## src/logic/ted_consts.vh

```
/*
  constants for the transient event detector: register offsets,
  field positions, reset values and debounce step timing.
  assumes a 250 MHz core clock and 12-bit samples scaled to +/-8 g.
*/
`ifndef TED_CONSTS_VH
`define TED_CONSTS_VH

// ----------------------------------------
// register offsets
// ----------------------------------------
`define TED_ADDR_CONFIG 8'h1d
`define TED_ADDR_SOURCE 8'h1e
`define TED_ADDR_THRESHOLD 8'h1f
`define TED_ADDR_COUNT 8'h20

// ----------------------------------------
// transient_config fields
// ----------------------------------------
`define TED_CFG_LATCH_BIT 4
`define TED_CFG_Z_EN_BIT 3
`define TED_CFG_Y_EN_BIT 2
`define TED_CFG_X_EN_BIT 1
`define TED_CFG_BYPASS_BIT 0
`define TED_CFG_RESET 5'h00

// ----------------------------------------
// transient_source fields
// ----------------------------------------
`define TED_SRC_ACTIVE_BIT 6
`define TED_SRC_Z_FLAG_BIT 5
`define TED_SRC_Z_POL_BIT 4
`define TED_SRC_Y_FLAG_BIT 3
`define TED_SRC_Y_POL_BIT 2
`define TED_SRC_X_FLAG_BIT 1
`define TED_SRC_X_POL_BIT 0

// ----------------------------------------
// threshold and count fields
// ----------------------------------------
`define TED_THS_MODE_BIT 7
`define TED_THS_RESET 8'h00
`define TED_COUNT_RESET 8'h00
// one threshold lsb is 16 sample lsbs at +/-8 g scaling
`define TED_MAG_SHIFT 4

// ----------------------------------------
// step timing, microseconds and clock rate
// ----------------------------------------
`define TED_CLK_MHZ 250
`define TED_STEP_BASE_US 1250
`define TED_CAP_NORMAL_US 20000
`define TED_CAP_LNLP_US 80000
`define TED_CAP_HIRES_US 2500
`define TED_CAP_LOWPWR_US 160000

`endif

```

## src/logic/ted_axis.v

```verilog
/*
  one axis of the transient detector: threshold compare on the
  magnitude of a sample and the debounce counter.
  assumes i_step is a one-cycle pulse once per debounce step.
*/
`timescale 1ns/100ps
`default_nettype none
`include "ted_consts.vh"

module ted_axis (
  input wire i_clk,
  input wire i_nrst,
  input wire i_step,
  input wire [11:0] i_sample,
  input wire [6:0] i_threshold,
  input wire i_clear_mode,
  input wire [7:0] i_count,
  output wire o_detect,
  output wire o_negative
);

  // ----------------------------------------
  // magnitude and compare
  // ----------------------------------------
  wire [11:0] mag;
  wire [7:0] mag_scaled;
  wire over;

  // -2048 folds to 2048, which still fits 12 bits unsigned
  assign mag = i_sample[11] ? (~i_sample + 12'h001) : i_sample;
  assign mag_scaled = mag[11:`TED_MAG_SHIFT];
  assign over = mag_scaled > {1'b0, i_threshold};

  // ----------------------------------------
  // debounce counter
  // ----------------------------------------
  reg [7:0] cnt_reg;
  reg [7:0] cnt_next;
  reg det_reg;
  reg det_next;
  reg neg_reg;

  always @*
  begin
    cnt_next = cnt_reg;
    if (over)
    begin
      if (cnt_reg < i_count)
        cnt_next = cnt_reg + 8'h01;
      else
        cnt_next = i_count; // RULE_17
    end
    else if (i_clear_mode)
      cnt_next = 8'h00; // RULE_16
    else if (cnt_reg != 8'h00)
      cnt_next = cnt_reg - 8'h01; // RULE_16
    det_next = over && (cnt_next == i_count); // RULE_14
  end

  always @(posedge i_clk or negedge i_nrst)
  begin
    if (!i_nrst)
    begin
      cnt_reg <= 8'h00;
      det_reg <= 1'b0;
      neg_reg <= 1'b0;
    end
    else if (i_step)
    begin
      cnt_reg <= cnt_next;
      det_reg <= det_next;
      neg_reg <= i_sample[11]; // RULE_08
    end
  end

  assign o_detect = det_reg;
  assign o_negative = neg_reg;

endmodule // ted_axis

`default_nettype wire

```

## src/logic/ted_top.v

```verilog
/*
  transient event detector: configuration, threshold and count
  registers, debounce step timer, three axis detectors and the
  read-clear source register.
  assumes a synchronous register port driven by the serial
  interface logic, and 12-bit signed samples scaled to +/-8 g.
*/
`timescale 1ns/100ps
`default_nettype none
`include "ted_consts.vh"

// Function
// RULE_01 - config bit 4 latches event flags until source is read
// RULE_02 - config bits 3,2,1 enable z, y, x event flags
// RULE_03 - config bit 0 bypasses the high-pass filter, using raw samples
// RULE_04 - reading source drops the transient interrupt request
// RULE_05 - while active, new events add flags and polarity; none clear early
// RULE_06 - source bit 6 is event active, set when any axis flag set
// RULE_07 - source bits 5,3,1 are z, y, x event flags
// RULE_08 - source bits 4,2,0 hold z, y, x polarity, 1 is negative
// RULE_09 - when active sets with latching, other status bits freeze; here new axis flags still set, only set axes keep polarity
// RULE_10 - reading source clears all its status bits
// RULE_11 - filtered sample above threshold raises flag and interrupt
// RULE_12 - threshold bit 7 is debounce mode, bits 6..0 threshold
// RULE_13 - detection spans +/-8 g whatever the full-scale setting
// RULE_14 - count register sets consecutive steps needed before flagging
// RULE_15 - step period follows sample rate and oversampling mode caps
// RULE_16 - on false condition, mode 1 clears, mode 0 decrements counter
// RULE_17 - flag sets when counter reaches count; counter never exceeds it
// RULE_18 - without latching, flags follow the debounced result each step
module ted_top #(
  parameter P_BASE_STEP_CYC = `TED_STEP_BASE_US * `TED_CLK_MHZ
) (
  input wire i_clk,
  input wire i_nrst,
  input wire [7:0] i_reg_addr,
  input wire i_reg_wr,
  input wire [7:0] i_reg_wdata,
  input wire i_reg_rd,
  output wire [7:0] o_reg_rdata,
  input wire [2:0] i_output_sample_rate,
  input wire [1:0] i_oversample_mode,
  input wire [11:0] i_x_raw,
  input wire [11:0] i_y_raw,
  input wire [11:0] i_z_raw,
  input wire [11:0] i_x_filtered,
  input wire [11:0] i_y_filtered,
  input wire [11:0] i_z_filtered,
  output wire o_transient_req
);

  // ----------------------------------------
  // oversampling mode codes
  // ----------------------------------------
  localparam [1:0] MODE_NORMAL = 2'h0;
  localparam [1:0] MODE_LNLP = 2'h1;
  localparam [1:0] MODE_HIRES = 2'h2;
  localparam [1:0] MODE_LOW_POWER = 2'h3;

  // ----------------------------------------
  // register file
  // ----------------------------------------
  reg [4:0] cfg_reg;
  reg [7:0] ths_reg;
  reg [7:0] count_reg;
  reg [7:0] rdata_reg;

  wire flag_latch_enable;
  wire z_event_enable;
  wire y_event_enable;
  wire x_event_enable;
  wire filter_bypass;
  wire debounce_mode_select;
  wire [6:0] threshold_value;

  assign flag_latch_enable = cfg_reg[`TED_CFG_LATCH_BIT]; // RULE_01
  assign z_event_enable = cfg_reg[`TED_CFG_Z_EN_BIT]; // RULE_02
  assign y_event_enable = cfg_reg[`TED_CFG_Y_EN_BIT]; // RULE_02
  assign x_event_enable = cfg_reg[`TED_CFG_X_EN_BIT]; // RULE_02
  assign filter_bypass = cfg_reg[`TED_CFG_BYPASS_BIT]; // RULE_03
  assign debounce_mode_select = ths_reg[`TED_THS_MODE_BIT]; // RULE_12
  assign threshold_value = ths_reg[6:0]; // RULE_12

  wire wr_cfg;
  wire wr_ths;
  wire wr_count;
  wire rd_source;

  assign wr_cfg = i_reg_wr && (i_reg_addr == `TED_ADDR_CONFIG);
  assign wr_ths = i_reg_wr && (i_reg_addr == `TED_ADDR_THRESHOLD);
  assign wr_count = i_reg_wr && (i_reg_addr == `TED_ADDR_COUNT);
  assign rd_source = i_reg_rd && (i_reg_addr == `TED_ADDR_SOURCE);

  always @(posedge i_clk or negedge i_nrst)
  begin
    if (!i_nrst)
      cfg_reg <= `TED_CFG_RESET;
    else if (wr_cfg)
      cfg_reg <= i_reg_wdata[4:0];
  end

  always @(posedge i_clk or negedge i_nrst)
  begin
    if (!i_nrst)
      ths_reg <= `TED_THS_RESET;
    else if (wr_ths)
      ths_reg <= i_reg_wdata;
  end

  always @(posedge i_clk or negedge i_nrst)
  begin
    if (!i_nrst)
      count_reg <= `TED_COUNT_RESET;
    else if (wr_count)
      count_reg <= i_reg_wdata; // RULE_14
  end

  // ----------------------------------------
  // debounce step timer
  // ----------------------------------------
  // the step is a whole number of base periods, so one prescaler
  // plus a small multiple counter covers every rate and mode
  function [31:0] rate_period_us;
    input [2:0] rate;
    begin
      case (rate)
        3'h0: rate_period_us = `TED_STEP_BASE_US;
        3'h1: rate_period_us = `TED_STEP_BASE_US * 2;
        3'h2: rate_period_us = `TED_STEP_BASE_US * 4;
        3'h3: rate_period_us = `TED_STEP_BASE_US * 8;
        3'h4: rate_period_us = `TED_STEP_BASE_US * 16;
        3'h5: rate_period_us = `TED_STEP_BASE_US * 64;
        3'h6: rate_period_us = `TED_STEP_BASE_US * 128;
        default: rate_period_us = `TED_STEP_BASE_US * 512;
      endcase
    end
  endfunction

  function [31:0] mode_cap_us;
    input [1:0] mode;
    begin
      case (mode)
        MODE_NORMAL: mode_cap_us = `TED_CAP_NORMAL_US;
        MODE_LNLP: mode_cap_us = `TED_CAP_LNLP_US;
        MODE_HIRES: mode_cap_us = `TED_CAP_HIRES_US;
        MODE_LOW_POWER: mode_cap_us = `TED_CAP_LOWPWR_US;
        default: mode_cap_us = `TED_CAP_NORMAL_US;
      endcase
    end
  endfunction

  reg [31:0] step_us;
  reg [31:0] step_mult_full;
  wire [9:0] step_mult;

  always @*
  begin
    step_us = rate_period_us(i_output_sample_rate);
    if (step_us > mode_cap_us(i_oversample_mode))
      step_us = mode_cap_us(i_oversample_mode); // RULE_15
    step_mult_full = step_us / `TED_STEP_BASE_US;
  end

  assign step_mult = step_mult_full[9:0];

  reg [19:0] base_cnt_reg;
  reg [9:0] mult_cnt_reg;
  reg step_reg;
  wire base_tick;
  wire mult_last;

  assign base_tick = (base_cnt_reg == P_BASE_STEP_CYC[19:0] - 20'h00001);
  assign mult_last = (mult_cnt_reg >= step_mult - 10'h001);

  always @(posedge i_clk or negedge i_nrst)
  begin
    if (!i_nrst)
    begin
      base_cnt_reg <= 20'h00000;
      mult_cnt_reg <= 10'h000;
      step_reg <= 1'b0;
    end
    else
    begin
      step_reg <= 1'b0;
      if (base_tick)
      begin
        base_cnt_reg <= 20'h00000;
        if (mult_last)
        begin
          mult_cnt_reg <= 10'h000;
          step_reg <= 1'b1; // RULE_15
        end
        else
          mult_cnt_reg <= mult_cnt_reg + 10'h001;
      end
      else
        base_cnt_reg <= base_cnt_reg + 20'h00001;
    end
  end

  // ----------------------------------------
  // sample select and axis detectors
  // ----------------------------------------
  // samples arrive at +/-8 g scaling, so the compare is unaffected
  // by the full-scale range chosen for the output registers
  wire [35:0] samples;
  wire [2:0] det;
  wire [2:0] neg;

  assign samples = filter_bypass ?
    {i_z_raw, i_y_raw, i_x_raw} :
    {i_z_filtered, i_y_filtered, i_x_filtered}; // RULE_03 RULE_11 RULE_13

  genvar g;
  generate
    for (g = 0; g < 3; g = g + 1)
    begin : g_axis
      ted_axis u_axis (
        .i_clk(i_clk),
        .i_nrst(i_nrst),
        .i_step(step_reg),
        .i_sample(samples[g*12 +: 12]),
        .i_threshold(threshold_value),
        .i_clear_mode(debounce_mode_select),
        .i_count(count_reg),
        .o_detect(det[g]),
        .o_negative(neg[g])
      );
    end
  endgenerate

  // ----------------------------------------
  // flag update strobe
  // ----------------------------------------
  // the axis detect registers load on the step edge, so the flags
  // take them one cycle later, once they hold this step's result
  reg step_d_reg;

  always @(posedge i_clk or negedge i_nrst)
  begin
    if (!i_nrst)
      step_d_reg <= 1'b0;
    else
      step_d_reg <= step_reg; // RULE_17
  end

  // ----------------------------------------
  // source register
  // ----------------------------------------
  // index 0 is x, 1 is y, 2 is z
  reg [2:0] flag_reg;
  reg [2:0] pol_reg;
  reg [2:0] flag_next;
  reg [2:0] pol_next;
  reg [2:0] base_flag;
  reg [2:0] base_pol;
  wire [2:0] axis_en;
  wire [2:0] hit;
  wire event_active;

  assign axis_en = {z_event_enable, y_event_enable, x_event_enable};
  assign hit = det & axis_en; // RULE_02 RULE_11

  // a step landing in the read cycle is applied after the clear,
  // so the fresh event survives the read
  always @*
  begin
    base_flag = rd_source ? 3'h0 : flag_reg; // RULE_10
    base_pol = rd_source ? 3'h0 : pol_reg; // RULE_10
    flag_next = base_flag;
    pol_next = base_pol;
    if (step_d_reg)
    begin
      if (flag_latch_enable)
      begin
        // a set axis keeps its polarity; only a newly set axis writes one
        flag_next = base_flag | hit; // RULE_05 RULE_01
        pol_next = (base_flag & base_pol) | (~base_flag & hit & neg); // RULE_05 RULE_09
      end
      else
      begin
        flag_next = hit; // RULE_18
        pol_next = hit & neg; // RULE_18 RULE_08
      end
    end
  end

  always @(posedge i_clk or negedge i_nrst)
  begin
    if (!i_nrst)
    begin
      flag_reg <= 3'h0;
      pol_reg <= 3'h0;
    end
    else
    begin
      flag_reg <= flag_next; // RULE_07
      pol_reg <= pol_next; // RULE_08
    end
  end

  assign event_active = |flag_reg; // RULE_06

  // ----------------------------------------
  // read data
  // ----------------------------------------
  reg [7:0] source_value;

  always @*
  begin
    source_value = 8'h00;
    source_value[`TED_SRC_ACTIVE_BIT] = event_active; // RULE_06
    source_value[`TED_SRC_Z_FLAG_BIT] = flag_reg[2]; // RULE_07
    source_value[`TED_SRC_Z_POL_BIT] = pol_reg[2]; // RULE_08
    source_value[`TED_SRC_Y_FLAG_BIT] = flag_reg[1]; // RULE_07
    source_value[`TED_SRC_Y_POL_BIT] = pol_reg[1]; // RULE_08
    source_value[`TED_SRC_X_FLAG_BIT] = flag_reg[0]; // RULE_07
    source_value[`TED_SRC_X_POL_BIT] = pol_reg[0]; // RULE_08
  end

  always @(posedge i_clk or negedge i_nrst)
  begin
    if (!i_nrst)
      rdata_reg <= 8'h00;
    else if (i_reg_rd)
    begin
      case (i_reg_addr)
        `TED_ADDR_CONFIG: rdata_reg <= {3'h0, cfg_reg};
        `TED_ADDR_SOURCE: rdata_reg <= source_value;
        `TED_ADDR_THRESHOLD: rdata_reg <= ths_reg;
        `TED_ADDR_COUNT: rdata_reg <= count_reg;
        default: rdata_reg <= 8'h00;
      endcase
    end
  end

  assign o_reg_rdata = rdata_reg;

  // ----------------------------------------
  // interrupt request
  // ----------------------------------------
  // follows the active flag, so the read that clears the flags
  // also drops the request on the next edge
  assign o_transient_req = event_active; // RULE_04 RULE_11

endmodule // ted_top

`default_nettype wire

```

## config.mk

```make
export PLATFORM = sky130hd
export DESIGN_NAME = ted_top
export DESIGN_NICKNAME = d
export VERILOG_FILES = /design/src/logic/ted_axis.v /design/src/logic/ted_top.v
export VERILOG_INCLUDE_DIRS = /design/src /design/src/logic
export SDC_FILE = /design/constraint.sdc
export NUM_CORES = 1
export LEC_CHECK = 0
export BUFFER_PORTS_ARGS = -buffer_cell sky130_fd_sc_hd__buf_2
export CAP_MARGIN = 20
export CORE_ASPECT_RATIO = 1.4
export CORE_UTILIZATION = 44
export DETAILED_ROUTE_END_ITERATION = 16
export PLACE_DENSITY = 0.73
export SYNTH_ARGS = -nofsm -noshare
export SYNTH_HDL_FRONTEND = slang
export SYNTH_SLANG_ARGS = --single-unit
```

## constraint.sdc

```tcl
create_clock -name i_clk -period 10 [get_ports i_clk]
set_input_delay 1 -clock i_clk [delete_from_list [all_inputs] [get_ports i_clk]]
set_output_delay 1 -clock i_clk [all_outputs]
set_load 0.03 [all_outputs]
```

Word level (Yosys, flattened, before mapping) --
Cells that the tools add are included.
Word-level totals: register bits after elaboration 97, bits of input ports 97, output and inout bits 9, word-level logic and storage cells 111
Cells by class: add/subtract/negate cells 12, divide/modulo/power cells 1, order comparisons 8, equal/unequal tests 17, mux-type cells 30, bitwise logic cells 11, reductions and logical operators 13
Operators with widths (number):
- $pmux W20 S7 | 1
- $pmux W32 S4 | 1
- $mux W8 | 12
- $add A12 B1 Y12 const B | 3
- $mux W12 | 3
- $mux W36 | 1
- $not A12 Y12 | 3
- $div A32 B11 Y32 const B | 1
- $gt A32 B32 Y1 | 1
- $mux W32 | 1
- $pmux W8 S4 | 1
- $add A8 B1 Y8 const B | 3
- $eq A8 B5 Y1 const B | 3
- $eq A8 B8 Y1 | 3
- $gt A8 B7 Y1 | 3
- $lt A8 B8 Y1 | 3
- $reduce_bool A8 Y1 | 3
- $sub A8 B1 Y8 const B | 3
- $add A20 B1 Y20 const B | 1
- $eq A20 B19 Y1 const B | 1
- $mux W20 | 1
- $mux W3 | 6
- $and A3 B3 Y3 | 5
- $add A10 B1 Y10 const B | 1
- other kinds (16) | 28

Logic depth before layout (Yosys ltp) --
word-level depth 9, mapped depth 41, gate-level depth less buffers 38

Hierarchy --
A second synthesis with hierarchy kept.
Second synthesis, totals: cells, all modules 1262, area, all modules 10557.6 um2
By module, submodules not included:
- ted_top | times used 1, cells an instance 710, area each 6211.0 um2, seq. area each 1676.6 um2
- ted_axis | times used 3, cells an instance 184, area each 1448.9 um2, seq. area each 250.2 um2

Least setup slack after synthesis --
Ideal clock, no wire load.
path type input to register, start point input i_output_sample_rate[1], end point register mult_cnt_reg[3], setup time 95 ps, arrival 8643 ps, required time 9905 ps, slack 1262 ps, cell stages on the path 39, path buffers 2, cell sequence buf_2 > nor2b_1 > nor2_1 > inv_1 > nor2_1 > nor2_1 > ha_1 > nand3_1 > or2_2 > o41a_1 > o21ai_4 > mux2_2 > or3_4 > a2111oi_2 > nor2_1 > a21boi_4 > nor2_1 > o21a_1 > (+3 left out) > a32o_1 > and2_1 > o311ai_1 > ha_1 > or3b_2 > xnor2_1 > ha_1 > nor2b_1 > o21ai_0 > nand2b_1 > a21oi_1 > nor2b_1 > o21ai_0 > nand2b_1 > a21o_1 > inv_1 > nand2_1 > o31ai_1
On the way: word-level cells in the longest chain between the ends 8, elaborated cells between the ends (all ways) 14, classes of those cells add/sub: 1; div: 1; order compare: 2; eq/ne: 6; mux: 3; reduce/logical: 1
RTL lines:
- start, declared | RTL line ted_top.v:41 | input wire [2:0] i_output_sample_rate,
- $eq A3 B3 Y1, or another cell as far along | RTL line ted_top.v:126 | case (rate)
- $pmux W20 S7 * | RTL line ted_top.v:126
- $gt A32 B32 Y1 | RTL line ted_top.v:159 | if (step_us > mode_cap_us(i_oversample_mode))
- $mux W32 * | RTL line ted_top.v:159
- $div A32 B11 Y32 (no source line) *
- $sub A10 B1 Y10 * | RTL line ted_top.v:173 | assign mult_last = (mult_cnt_reg >= step_mult - 10'h001);
- $ge A10 B10 Y1 * | RTL line ted_top.v:173
- $mux W10 * | RTL line ted_top.v:189 | if (mult_last)
- end signal, assigned | RTL line ted_top.v:195 | mult_cnt_reg <= mult_cnt_reg + 10'h001;
- end, declared | RTL line ted_top.v:167 | reg [9:0] mult_cnt_reg;
Every way passes the cells marked *; elsewhere a longest branch is shown, timed or not. A chain may end at the register's enable or synchronous reset.

Worst setup path in the final report --
start point input i_output_sample_rate[0], end point register mult_cnt_reg[3]
The elaborated chain is that of the path after synthesis.

==> summary.txt <==
Clocking
  – Clk_lat worst skew: 0.37 ns
  – Total CTS buffers: 9
  – Clk sinks: 97
  – Clk slew on worst S/H paths: 0.07 ns
  – Clock Tree Root: clkbuf_16
  – Maximum clock insertion buffer count: 2
  – CTS tree: yes
  – H-tree depth: 3

GRT
  – First-pass GRT wire length: 42880 um
  – Remaining global-route overflow: 0
  – GR Util All Layers: 0.2282
  – Number of global-route vias before repair: 9069
  – Initial antenna violation count: 0
  – Largest net degree at the start of global routing: 62

Timing
  – TNS Setup: 0 ns
  – Final setup vio count: 0
  – Final cycle utilization of the critical path: 0.9283
  – Max Fclk: 0.1077 GHz
  – RSZ-0062 raised after global routing: no
  – Final min period: 9.283 ns
  – Skew final: 0.01492 ns
  – Worst relative slew slack: 0.3274
  – Slew Viols, Final: 0
  – Least-Margin Pin Slew: 1.009 ns
  – Final hold slack: 0.4886 ns
  – Count of final hold-check violations: 0

Place
  – DP HPWL: 20920 um
  – Input/output buffers: 105
  – RePlAce Congestion: 0.9291

Synth
  – Post-Syn Instances: 1194
  – Largest cells by area after synthesis: dfrtp_1, ha_1, xnor2_1
  – Mapped Nets: 1373
  – #FFs+latches synth: 97
  – Netlist cell types: 100
  – Synth Warn #: 0
  – Post-synth top area cell: dfrtp_1
  – Seq/Total Area, Yosys: 0.2420
  – Ys flop type: dfrtp_1
  – Post-synth top area share: 0.2420
  – Syn avg cell area: 8.402 um2
  – Synth Cell Area: 10030 um2
  – Asr flop ratio synth: 1.000
  – Number of synthesized flops with an enable pin: 0

Routing
  – Routed vias/inst: 5.860
  – 1st-iter DRT viols: 480
  – DRT antenna net count: 0
  – Via count: 9276
  – Final WL: 26580 um
  – Detailed-router iteration count before antenna repair: 5
  – Wirelength per Cell: 16.79 um
  – DR DRC count: 0

Run
  – Max_cap viols: 0

Floorplanning
  – Initial Util: 0.4469
  – Row cnt: 65
  – Die X: 129.6 um
  – Die area: 23420 um2
  – Core Region: 22450 um2
  – Die height: 180.7 um
  – # IOs: 106

Worst setup path
  – Endpoint class of the critical path: flip-flop
  – Worst Path Arrival: 9.55 ns
  – CP max stage delay: 0.51 ns
  – CP Launch Type: input port
  – Slowest CP cell: a2111o_1
  – WS Path Type: input port to flip-flop
  – Crit-path max FO: 14
  – CP Data Required Time: 10.27 ns

Cells and area
  – Most common cell after layout, fill and taps aside: nor2_1
  – Layout cells sized above 1: 0.1669
  – P&R area growth vs syn: 11.61%
  – ANT cells: 0
  – Reg area: 2429 um2
  – Most frequent cells in the layout: nor2_1, buf_2, dfrtp_1, nand2_1, ha_1
  – Final Util: 0.4988
  – Multi-input gate area: 7189 um2
  – Layout Nets: 1456
  – Filler cells: 2148
  – Max FFs per register: 24

Power and ir drop
  – Leakage Power: 4.756 nW
  – Sw frac: 0.4459
  – Max rail drop VDD: 0.1055 mV
  – Register share of total power: 0.255
  – Combinational power share: 0.578
  – P_int: 0.001181 W
  – Clock power frac: 0.167
  – Pwr/cell area: 190.4 nW/um2
  – Sw Pwr: 0.0009507 W

Min path
  – Type of the most critical hold path: flip-flop to flip-flop

Outcome
  – Status: complete, no violations
==> critical path, delay by kind of cell <==
family                   cells  cell delay, ns
XOR/XNOR                     2            0.39
multiplexers                 1            0.40
AO/OA/AOI/OAI               15            3.66
adder cells (fa/ha/maj)      4            1.22
buffers and inverters        3            0.34
AND/OR/NAND/NOR             13            2.54
==> Yosys cell counts (all sizes together), types with 13 or more instances <==
master  count
mux2       31
a211oi     16
clkbuf     42
nor4       14
nor2      107
a21oi      72
and3       27
nand2b     25
xor2       47
inv        56
mux2i      54
nand4      15
nor2b      21
xnor2      70
dfrtp      97
ha         82
o22ai      14
a22o       13
nand3      48
nor3       14
nand2      82
o21ai      68
==> path summary, 6_finish.rpt <==
path | from | to | slack, ns | cells after the start
min in group asynchronous | i_nrst | base_cnt_reg[9] | 0.61 | 1
max in group asynchronous | i_nrst | step_reg | 8.26 | 2
min | base_cnt_reg[0] | base_cnt_reg[0] | 0.49 | 1
min reg2reg | base_cnt_reg[0] | base_cnt_reg[0] | 0.49 | 1
max | i_output_sample_rate[0] | mult_cnt_reg[3] | 0.72 | 38
max reg2reg | cfg_reg[0] | g_axis[2].u_axis.o_detect | 5.41 | 21
==> repair_timing <==
item / CTS / global route
buffers inserted: 0 / 4
hold buffers: 0 / 0
endpoints found under the setup margin: 0 / 2
gates resized for setup: 0 / 1
==> per-stage QoR <==
| step | instance area [um2] | cells | setup slack (ns) | power, W |
|---|---|---|---|---|
| after floorplan | 10030 | 1194 | 1.262 | 0.001500 |
| after global placement | 10840 | 1562 | 0.4605 | 0.001737 |
| after detailed placement | 10840 | 1562 | 0.2335 | 0.001766 |
| after CTS | 11150 | 1578 | 0.6247 | 0.002126 |
| after global routing | 11200 | 1583 | 0.06710 | 0.002317 |
| final | 11200 | 1583 | 0.7170 | 0.002132 |
==> metal layers <==
metal,up-vias,part of all wire,global-route usage
met1,4352,0.40,0.2440
met5,-,0,0
li1,4520,-,-
met3,86,0.040,0.02405
met2,318,0.52,0.4225
met4,0,0.046,0.1349
==> cells by family after synthesis <==
family / after synthesis / synth area share
and+or+nand+nor: 408 / 0.2093
AOI/OAI and AO/OA: 292 / 0.2057
xor gates and xnor gates: 118 / 0.1059
buffers and inverters: 109 / 0.04215
DFF: 97 / 0.2420
muxes: 85 / 0.09030
adders and majority gates: 84 / 0.1044
other: 1 / 0.0003738
==> power by group through the flow <==
stage,Combinational (W),Sequential (W),Clock [W]
floorplan,0.00101,0.000493,0
global placement,0.00119,0.000548,0
detailed placement,0.00122,0.000550,0
CTS,0.00122,0.000542,0.000362
global route,0.00139,0.000553,0.000375
finish,0.00123,0.000543,0.000356
==> cell type report <==
cell class | count | area share
Clock inverter | 7 | 0.007934
Tap cell | 301 | 0.03363
Sequential cell | 97 | 0.2169
Inverter | 56 | 0.01877
Clock buffer | 9 | 0.02011
Timing Repair Buffer | 125 | 0.06057
Multi-Input combinational cell | 988 | 0.6421
(Power assumes the default switching activity.)
